--- config.mk ---
export PLATFORM = sky130hd
export DESIGN_NAME = sso_event_regs
export DESIGN_NICKNAME = d
export VERILOG_FILES = /design/src/hw/sso_pkg.sv /design/src/hw/sso_chan_events.sv /design/src/hw/sso_event_regs.sv
export SDC_FILE = /design/constraint.sdc
export NUM_CORES = 2
export LEC_CHECK = 0
export ABC_AREA = 1
export BUFFER_PORTS_ARGS = -buffer_cell sky130_fd_sc_hd__buf_4
export CORE_ASPECT_RATIO = 1.75
export CORE_MARGIN = 8
export CORE_UTILIZATION = 66
export CTS_BUF_LIST = sky130_fd_sc_hd__clkbuf_2 sky130_fd_sc_hd__clkbuf_4 sky130_fd_sc_hd__clkbuf_8
export DETAILED_ROUTE_END_ITERATION = 10
export GPL_ROUTABILITY_DRIVEN = 0
export HOLD_SLACK_MARGIN = 0.08
export PLACE_DENSITY = 0.83
export SETUP_SLACK_MARGIN = 0.05
export SLEW_MARGIN = 20
export SYNTH_ARGS = -nofsm -noshare
export SYNTH_HDL_FRONTEND = slang
export SYNTH_HIERARCHICAL = 1
export SYNTH_SLANG_ARGS = --single-unit
--- constraint.sdc ---
create_clock -name clk -period 3.15 [get_ports clk]
set_clock_uncertainty 0.1 [all_clocks]
set_input_delay 0.63 -clock clk [delete_from_list [all_inputs] [get_ports clk]]
set_output_delay 0.63 -clock clk [all_outputs]
set_load 0.02 [all_outputs]
--- src/hw/sso_pkg.sv ---
// Constants shared by the receive section event-latch block and its per-channel slice.
package sso_pkg;

  // ----------------------------------------------------------------
  // Channel pages and sizes
  // ----------------------------------------------------------------
  localparam int NUM_CHAN = 3;  // Number of channel pages.
  localparam int TRACE_DEPTH = 64;  // Bytes in each trace message buffer.
  localparam logic [3:0] FIRST_PAGE = 4'h5;  // Page nibble of the first channel.
  localparam logic [3:0] LAST_PAGE = 4'h7;  // Page nibble of the last channel.

  // ----------------------------------------------------------------
  // Offsets inside a channel page
  // ----------------------------------------------------------------
  localparam logic [11:0] OFF_STATUS_B1 = 12'h106;  // Section status byte 1.
  localparam logic [11:0] OFF_STATUS_B0 = 12'h107;  // Section status byte 0.
  localparam logic [11:0] OFF_EVENT_B1 = 12'h10A;  // Event latch byte 1.
  localparam logic [11:0] OFF_TRACE_FIRST = 12'h300;  // First trace buffer byte.
  localparam logic [11:0] OFF_TRACE_LAST = 12'h33F;  // Last trace buffer byte.

  // ----------------------------------------------------------------
  // Field positions
  // ----------------------------------------------------------------
  localparam int BIT_NEW_S1 = 7;  // New S1 byte accepted.
  localparam int BIT_S1_UNST_CHG = 6;  // S1-unstable defect changed.
  localparam int BIT_TRACE_UNST_CHG = 5;  // Trace-unstable defect changed.
  localparam int BIT_NEW_TRACE = 4;  // New trace message accepted.
  localparam int BIT_TIM_CHG = 3;  // MS-TIM defect changed.
  localparam int BIT_UNUSED = 2;  // Unused, reads zero.
  localparam int BIT_K12_UNST_CHG = 1;  // K1/K2-unstable defect changed.
  localparam int BIT_NEW_K12 = 0;  // New K1/K2 pair accepted.
  localparam int STAT_B1_TIM_BIT = 2;  // MS-TIM level within status byte 1.
  localparam int STAT_B0_S1_UNST_BIT = 6;  // S1-unstable level within status byte 0.
  localparam int STAT_B0_K12_UNST_BIT = 5;  // K1/K2-unstable level within status byte 0.

  // ----------------------------------------------------------------
  // Reset value and unmapped-read value
  // ----------------------------------------------------------------
  localparam logic [7:0] EVENT_RESET = 8'h00;  // Event latch byte after reset.
  localparam logic [7:0] ZERO_BYTE = 8'h00;  // Value of unmapped reads.

endpackage

--- src/hw/sso_chan_events.sv ---
// Per-channel event latch byte with clear-on-read and defect change detection.
`timescale 1ns/1ns
module sso_chan_events
  import sso_pkg::*;
(
  input wire logic clk,
  input wire logic reset,
  input wire logic new_s1,
  input wire logic s1_unstable,
  input wire logic trace_unstable,
  input wire logic new_trace,
  input wire logic tim_defect,
  input wire logic k12_unstable,
  input wire logic new_k12,
  input wire logic clear_on_read,
  output logic [7:0] event_byte,
  output logic tim_level,
  output logic s1_unstable_level,
  output logic k12_unstable_level
);

  // ----------------------------------------------------------------
  // State
  // ----------------------------------------------------------------
  // The latched byte and the last seen level of each defect.
  typedef struct packed {
    logic [7:0] events;
    logic s1_unst;
    logic trace_unst;
    logic tim;
    logic k12_unst;
  } sso_chan_state_type;

  sso_chan_state_type state;  // Registered state.
  sso_chan_state_type next_state;  // Value for the next edge.
  logic [7:0] set_bits;  // Events seen this cycle.

  // Compute the events of this cycle and the next latched byte.
  always_comb begin
    set_bits = EVENT_RESET;
    set_bits[BIT_NEW_S1] = new_s1;
    set_bits[BIT_S1_UNST_CHG] = s1_unstable ^ state.s1_unst;
    set_bits[BIT_TRACE_UNST_CHG] = trace_unstable ^ state.trace_unst;
    set_bits[BIT_NEW_TRACE] = new_trace;
    set_bits[BIT_TIM_CHG] = tim_defect ^ state.tim;
    set_bits[BIT_K12_UNST_CHG] = k12_unstable ^ state.k12_unst;
    set_bits[BIT_NEW_K12] = new_k12;
    next_state = state;
    // A read clears the byte, but an event of the same cycle is kept.
    if (clear_on_read) begin
      next_state.events = set_bits;
    end else begin
      next_state.events = state.events | set_bits;
    end
    next_state.events[BIT_UNUSED] = 1'b0;
    next_state.s1_unst = s1_unstable;
    next_state.trace_unst = trace_unstable;
    next_state.tim = tim_defect;
    next_state.k12_unst = k12_unstable;
  end

  // Register the state; reset clears every bit.
  always_ff @(posedge clk) begin
    if (reset) begin
      state <= '0;
    end else begin
      state <= next_state;
    end
  end

  assign event_byte = state.events;
  assign tim_level = state.tim;
  assign s1_unstable_level = state.s1_unst;
  assign k12_unstable_level = state.k12_unst;
endmodule

--- src/hw/sso_event_regs.sv ---
// Receive section event latch byte, defect levels and trace buffer for all channels.
`timescale 1ns/1ns
module sso_event_regs
  import sso_pkg::*;
#(
  parameter int CHANNELS = NUM_CHAN,  // Channel pages in use.
  parameter int TRACE_BYTES = TRACE_DEPTH,  // Trace buffer bytes per channel.
  localparam int CHAN_W = $clog2(CHANNELS),  // Width of a channel number.
  localparam int TRACE_AW = $clog2(TRACE_BYTES)  // Width of a trace byte index.
)
(
  input wire logic clk,
  input wire logic reset,
  // Microprocessor read port.
  input wire logic rd_strobe,
  input wire logic [15:0] rd_addr,
  output logic [7:0] rd_data,
  output logic rd_ack,
  // Event pulses and defect levels from the receive overhead detectors.
  input wire logic [CHANNELS-1:0] new_s1,
  input wire logic [CHANNELS-1:0] s1_unstable,
  input wire logic [CHANNELS-1:0] trace_unstable,
  input wire logic [CHANNELS-1:0] new_trace,
  input wire logic [CHANNELS-1:0] tim_defect,
  input wire logic [CHANNELS-1:0] k12_unstable,
  input wire logic [CHANNELS-1:0] new_k12,
  // Trace message write port from the trace detector.
  input wire logic trace_wr,
  input wire logic [CHAN_W-1:0] trace_wr_chan,
  input wire logic [TRACE_AW-1:0] trace_wr_index,
  input wire logic [7:0] trace_wr_data
);

  // ----------------------------------------------------------------
  // State
  // ----------------------------------------------------------------
  // Read answer and the trace buffers of every channel, one flat array.
  typedef struct packed {
    logic [7:0] rd_data;
    logic rd_ack;
    logic [CHANNELS*TRACE_BYTES-1:0][7:0] trace;
  } sso_regs_state_type;

  sso_regs_state_type state;  // Registered state.
  sso_regs_state_type next_state;  // Value for the next edge.

  // Outputs of the channel slices and their clear-on-read inputs.
  logic [CHANNELS-1:0][7:0] event_byte;  // Latched event bytes.
  logic [CHANNELS-1:0] tim_level;  // MS-TIM defect levels.
  logic [CHANNELS-1:0] s1_unst_level;  // S1-unstable defect levels.
  logic [CHANNELS-1:0] k12_unst_level;  // K1/K2-unstable defect levels.
  logic [CHANNELS-1:0] clear_on_read;  // Read of a channel's event byte.

  // Address decode.
  logic [3:0] rd_page;  // Channel page nibble.
  logic [11:0] rd_offset;  // Offset inside the page.
  logic page_hit;  // Page belongs to a channel.
  logic [CHAN_W-1:0] rd_chan;  // Channel of the page.

  assign rd_page = rd_addr[15:12];
  assign rd_offset = rd_addr[11:0];
  assign page_hit = (rd_page >= FIRST_PAGE) && (rd_page <= LAST_PAGE)
    && (rd_page - FIRST_PAGE < 4'(CHANNELS));
  assign rd_chan = CHAN_W'(rd_page - FIRST_PAGE);

  // ----------------------------------------------------------------
  // Channel slices
  // ----------------------------------------------------------------
  // One event latch per channel; each clears only on a read of its own page.
  for (genvar ch = 0; ch < CHANNELS; ch++) begin : g_chan
    assign clear_on_read[ch] = rd_strobe && (rd_page == FIRST_PAGE + 4'(ch))
      && (rd_offset == OFF_EVENT_B1);

    sso_chan_events u_events (
      .clk(clk),
      .reset(reset),
      .new_s1(new_s1[ch]),
      .s1_unstable(s1_unstable[ch]),
      .trace_unstable(trace_unstable[ch]),
      .new_trace(new_trace[ch]),
      .tim_defect(tim_defect[ch]),
      .k12_unstable(k12_unstable[ch]),
      .new_k12(new_k12[ch]),
      .clear_on_read(clear_on_read[ch]),
      .event_byte(event_byte[ch]),
      .tim_level(tim_level[ch]),
      .s1_unstable_level(s1_unst_level[ch]),
      .k12_unstable_level(k12_unst_level[ch])
    );
  end

  // ----------------------------------------------------------------
  // Next state
  // ----------------------------------------------------------------
  // Store trace bytes and select the read answer.
  always_comb begin
    next_state = state;
    next_state.rd_ack = rd_strobe;
    // Writes to a channel beyond the last one are dropped.
    if (trace_wr && (int'(trace_wr_chan) < CHANNELS)) begin
      next_state.trace[{trace_wr_chan, trace_wr_index}] = trace_wr_data;
    end
    // The answer holds the byte as it stood before any clear of this read.
    if (rd_strobe) begin
      next_state.rd_data = ZERO_BYTE;
      if (page_hit) begin
        if (rd_offset == OFF_STATUS_B1) begin
          next_state.rd_data[STAT_B1_TIM_BIT] = tim_level[rd_chan];
        end else if (rd_offset == OFF_STATUS_B0) begin
          next_state.rd_data[STAT_B0_S1_UNST_BIT] = s1_unst_level[rd_chan];
          next_state.rd_data[STAT_B0_K12_UNST_BIT] = k12_unst_level[rd_chan];
        end else if (rd_offset == OFF_EVENT_B1) begin
          next_state.rd_data = event_byte[rd_chan];
        end else if ((rd_offset >= OFF_TRACE_FIRST) && (rd_offset <= OFF_TRACE_LAST)) begin
          next_state.rd_data = state.trace[{rd_chan, rd_offset[TRACE_AW-1:0]}];
        end
      end
    end
  end

  // Register the state; the trace buffers clear along with the rest.
  always_ff @(posedge clk) begin
    if (reset) begin
      state <= '0;
    end else begin
      state <= next_state;
    end
  end

  assign rd_data = state.rd_data;
  assign rd_ack = state.rd_ack;
endmodule

Word level (Yosys, flattened, before mapping)

Index checks and enable logic that the tools add are counted.

Add/sub/neg operators: 1
$lt $le $gt $ge: 10
Eq/ne operators: 6
Multiplexer cells: 25
Bitwise logic cells: 15
Reduce and logical (&&, ||, !) cells: 11

Operators by type and width:

| kind                   | number |
|---|---|
| $bwmux W1536           | 1 |
| $mux W8                | 9 |
| $bmux W8 S8            | 1 |
| $demux W8 S8           | 1 |
| $eq A12 B9 Y1 const B  | 3 |
| $or A8 B8 Y8           | 3 |
| $lt A8 B9 Y1 const B   | 2 |
| $bmux W8 S2            | 1 |
| $eq A4 B3 Y1 const B   | 3 |
| $ge A12 B10 Y1 const B | 1 |
| $le A12 B10 Y1 const B | 1 |
| $xor A1 B1 Y1          | 12 |
| $logic_and A1 B1 Y1    | 11 |
| $mux W5                | 2 |
| $ge A8 B1 Y1 const B   | 1 |
| $bmux W1 S2            | 3 |
| $mux W1                | 5 |
| $ge A4 B3 Y1 const B   | 1 |
| $le A4 B3 Y1 const B   | 1 |
| $lt A4 B2 Y1 const B   | 1 |
| $mux W2                | 2 |
| $sub A4 B3 Y4 const B  | 1 |
| $lt A2 B3 Y1 const B   | 1 |
| $lt A2 B2 Y1 const B   | 1 |

Register bits after elaboration: 1,581
Input bits: 57

Depth between registers and ports, before layout

Depth after elaboration: 8
Depth in mapped cells: 22
Gate-level depth less buffers: 19

By module

Netlist, hierarchy kept.

By module, submodules not included:

| module          | times used | cells each | area an instance (µm²) |
|---|---|---|---|
| sso_event_regs  | 1          | 9,773      | 70,292.4 |
| sso_chan_events | 3          | 65         | 465.4 |

Worst setup path before layout

No wires, ideal clock.

Kind: input-to-reg
Start: input rd_addr[12]
End: register state, in the netlist rd_data[6]
Data arrival time: 2.580 ns
Required time: 2.980 ns
Setup slack: 0.400 ns
Cell stages on the path: 12
Path buffers: 4
Cell sequence: clkbuf_1 clkinv_1 clkbuf_1 ha_1 clkbuf_1 clkbuf_1 o21ai_0 nand2_1 o21ai_0 a21oi_1 nand2_1 a21oi_1

Longest elaborated chain between the ends: 8
Elaborated cells on any way between the ends: 17
Classes of those cells: add/sub: 1; order compare: 3; mux: 11; reduce/logical: 2

Ends and longest elaborated chain:

| element                       | RTL line              | source |
|---|---|---|
| start, declared               | sso_event_regs.sv:16  | `input wire logic [15:0] rd_addr,` |
| $sub A4 B3 Y4                 | sso_event_regs.sv:64  | `assign rd_chan = CHAN_W'(rd_page - FIRST_PAGE);` |
| $bmux W8 S8                   | sso_event_regs.sv:115 | `next_state.rd_data = state.trace[{rd_chan, rd_offset[TRACE_AW-1:0]}];` |
| $mux W8 (implied by the code) | sso_event_regs.sv:115 |  |
| $mux W8                       | sso_event_regs.sv:114 | `end else if ((rd_offset >= OFF_TRACE_FIRST) && (rd_offset <= OFF_TRACE_LAST)) begin` |
| $mux W8                       | sso_event_regs.sv:112 | `end else if (rd_offset == OFF_EVENT_B1) begin` |
| $mux W2                       | sso_event_regs.sv:109 | `end else if (rd_offset == OFF_STATUS_B0) begin` |
| $mux W5                       | sso_event_regs.sv:107 | `if (rd_offset == OFF_STATUS_B1) begin` |
| $mux W8 *                     | sso_event_regs.sv:106 | `if (page_hit) begin` |
| end signal, assigned          | sso_event_regs.sv:126 | `state <= next_state;` |
| end, declared                 | sso_event_regs.sv:44  | `sso_regs_state_type state;` |

Every way passes the cells marked *; elsewhere a longest branch is shown, timed or not. The select of a mux whose other input is x is not followed.
A chain may end at the register's enable or synchronous reset.

Worst setup path in the final report

Start: input rd_addr[5]
End: register g_chan[1].u_events.state, in the netlist g_chan[1].u_events/event_byte[4]

Longest elaborated chain between the ends: 3

Ends and longest elaborated chain:

| element                    | RTL line              | source |
|---|---|---|
| $eq A12 B9 Y1              | sso_event_regs.sv:72  | `&& (rd_offset == OFF_EVENT_B1);` |
| $logic_and A1 B1 Y1        | sso_event_regs.sv:72  |  |
| named net clear_on_read[1] | sso_event_regs.sv:52  | `logic [CHANNELS-1:0] clear_on_read;` |
| $mux W8                    | sso_chan_events.sv:50 | `if (clear_on_read) begin` |
| end signal, assigned       | sso_chan_events.sv:67 | `state <= next_state;` |
| end, declared              | sso_chan_events.sv:34 | `sso_chan_state_type state;` |

The timed path passes the listed nets, and every way through them passes these cells.

==> impl_results.md <==
- Outcome: finished, final reports clean
- Netlist area before placement: approximately 70000 µm²
- Number of design-rule violations left by the first detailed-router iteration: 9104
- Number of global-route vias before repair: 70900
- Asr flop ratio synth: 0%
- Horizontal die dimension: 265 µm
- Number of warning messages in the yosys log: 6
- Area growth, synth to finish: 12.9%
- Startpoint-to-endpoint class of the critical path: input pin to register
- Total number of vias: ~73000
- TritonCTS Buffers: about 210
- Worst setup timing slack at the placement stage: -0.295 ns
- Global-route total usage across every layer: between 40% and 50%
- Number of antenna violations at the first check in global routing: 13
- GR Util met1: between 40% and 50%
- Power density over the cells: 509 nW/µm²
- Final period utilization: between 90 and 100%
- Final design instance area without fill: between 80000 and 90000 µm²
- Starting utilization of the core area: 66.3%
- Slew of the pin with the lowest slew margin: 1.22 ns
- Highest-count cells in the layout ignoring fill and taps: 1792 x nor2_1, 1578 x dfxtp_1, 1487 x nand2_1
- Buf/Inv on CP: 4
- Headroom to the max-slew limit: between 10% and 20%
- Master cell of the clock root buffer: clkbuf_8
- Number of failing setup endpoints in the final timing report: 0
- Commonest non-fill, non-tap cell in the layout: nor2_1
- Cell leakage power: 29.9 nW
- TritonRoute pass-1 iters: 9
- Part of the Yosys area used for sequential elements: 44.1%
- Startpoint Class: input pin
- Type of destination of the critical path: register
- Avg Synthesized Cell Area: 7.19 µm²
- Detailed placement HPWL: ~160000 µm
- Hold Path Class: input pin to register
- Hold slack: 0.132 ns
- Ratio of cells with drive above 1 in the final layout: 9.84%
- Routed len/inst: 22.0 µm
- Row count: 160
- Most utilized layer in the global route result: met2
- GRT Residual Overflow: 0
- Flip-flop and latch count after synthesis: 1578
- Number of levels in the clock H-tree: 4
- Post-CTS Setup Repair Bufs: 0
- Setup ws final: 0.138 ns
- DIE AREA: 120000 µm²
- Register-to-register setup slack: 0.54 ns
- Residual antenna-violating net count after detailed routing: 0
- Most common flop cell mapped by yosys: dfxtp_1
- Number of pins exceeding their max-slew limit in the final report: 0
- Dominant delay contributor by cell family on the critical path: simple AND/OR/NAND/NOR gates
- Worst path slowest cell: dlygate4sd3_1
- Final critical-path required period: 3.01 ns
- Syn_nets: approximately 10000
- Layout net count: 9995
- Met3 Resource Use GR: between 10% and 20%
- Required time at the endpoint of the critical path: between 3 and 4 ns
- Maximum vdd ir drop: 0.000552 V
- Wire length of the first global-routing pass: slightly below 400000 µm
- Remaining DRCs: 0
- Die span in y: between 400 and 500 µm
- Total number of clock tree sinks: 1578
- Achievable frequency: 332 MHz
- Maximum cell stage delay along the critical path: 0.60 ns
- Area after DPL: 75500 µm²
- RSZ-0062 raised after global routing: false
- Placeable core region: 108000 µm²
- Boundary pin count: 66
- Global Route met2 Usage: a little under two thirds
- Worst-path maximum fanout: 8
- Number of input and output port buffers inserted: 65
- TritonCTS clock tree: built
- Count of cell types in the netlist: 39
- Number of enable-type register cells in the synthesized netlist: 0
- Clock slew at reported path FFs: 0.07 ns
- Maximum number of pins on one net before global-route repair: 116
- Number of max-cap violations: 0
- Cells after synthesis: 9968
- Worst endpoint data arrival time: 3.75 ns
- Series of cell instances along the critical path: buf_4 -> nor2_2 -> inv_1 -> nor4_1 -> nand3_1 -> nor3b_1 -> inv_2 -> a21oi_1 -> nor2_1 -> dlygate4sd3_1
- CTS Buffer Depth: 3
- Final hold violations: 0
- Final WL: around 250000 µm
- Insertion delay to the later sink of the worst-skew pair: 0.96 ns
- Routed via count divided by cell count: roughly 6.3
area by class of cell:
cell class	instances	area (µm²)
inverter	1408	5300
fill	7831	27200
timing repair buffer	602	6350
clock buffer	348	4440
clock inverter	44	479
sequential	1578	31600
multi-input combinational	6129	31000
antenna	9	22.5
tap	1377	1720
flip-flops by register name (all words and copies together) (netlist names):
signal,count
state,1536
g_chan.u_events/event_byte,21
rd_data,8
g_chan.u_events/k12_unstable_level,3
g_chan.u_events/s1_unstable_level,3
g_chan.u_events/state,3
g_chan.u_events/tim_level,3
rd_ack,1
kinds of logic after synthesis:
logic type	synth area share, %
simple gates	20.7
compound gates	22.4
buf+inv	12.8
flops	44.1
fa+ha+maj	0.0873
other cells	0.0157
where the power goes:
group	total (mW)	internal (mW)	switching (mW)
Clock	17.7	9.64	8.05
Combinational	3.48	0.988	2.49
Sequential	20.0	20.0	0.0371
cell usage after synthesis (5+ instances only):
| cell | number | area [µm²] |
|---|---|---|
| clkinv_1 | 8 | 30.0 |
| o21ai_0 | 207 | 1040 |
| a22oi_1 | 66 | 495 |
| nor3_1 | 135 | 676 |
| o21ai_1 | 42 | 210 |
| inv_2 | 14 | 52.6 |
| clkbuf_1 | 517 | 1940 |
| inv_1 | 1385 | 5200 |
| nor2_1 | 1803 | 6770 |
| nand4_1 | 19 | 119 |
| dfxtp_1 | 1578 | 31600 |
| a211oi_1 | 1194 | 8960 |
| o22ai_1 | 40 | 250 |
| o211ai_1 | 114 | 856 |
| buf_6 | 28 | 315 |
| nand2_1 | 1487 | 5580 |
| a21oi_1 | 483 | 2420 |
| buf_4 | 56 | 420 |
| buf_2 | 182 | 911 |
| o221ai_1 | 203 | 1780 |
| nor2_2 | 12 | 75.1 |
| ha_1 | 5 | 62.6 |
| buf_1 | 68 | 255 |
| nand3_1 | 297 | 1490 |
routing by layer:
layer / share of wire [%] / vias up
li1: - / 32800
met4: 11 / 6
met2: 44 / 4972
met3: 11 / 1692
met1: 34 / 33100
met5: 0.018 / -
stage by stage:
stage          total power [mW]  setup TNS (ns)  cells  utilization (%)
2_1_floorplan              22.2               0   9968                -
3_3_place_gp               23.7          -0.773  11100             69.9
3_5_place_dp               23.7           -2.37  11100             69.9
4_1_cts                    41.0               0  11500             74.8
5_1_grt                    42.1               0  11500             74.8
6_report                   41.2               0  11500             74.9
timing repair:
item / CTS / global route
resized for setup: 0 / 1
hold buffers: 44 / 0
endpoints found under the hold margin: 38 / 0
endpoints found under the setup margin: 0 / 4
final timing paths:
check / end / from / depth (start not counted)
min: state[126]$_SDFFE_PP0P_ / trace_wr_data[6] / 3
max reg2reg: rd_data[0]$_SDFFE_PP0P_ / state[128]$_SDFFE_PP0P_ / 14
min reg2reg: state[1071]$_SDFFE_PP0P_ / state[1071]$_SDFFE_PP0P_ / 2
max: g_chan[1].u_events/event_byte[4]$_SDFF_PP0_ / rd_addr[5] / 10
worst reg2reg max path, stage by stage (launching register included):
cell     delay, ns
dfxtp_1       0.31
o21ai_0       0.32
nor2_1        0.08
o21ai_0       0.41
buf_4         0.19
nand2_1       0.08
o21ai_0       0.21
buf_4         0.17
nand3_1       0.13
nand3_1       0.17
nand2_1       0.09
nand2_1       0.07
nand2_1       0.05
nand2_1       0.06
a21oi_1       0.05
No activity file was read; power rests on OpenSTA's default activity.
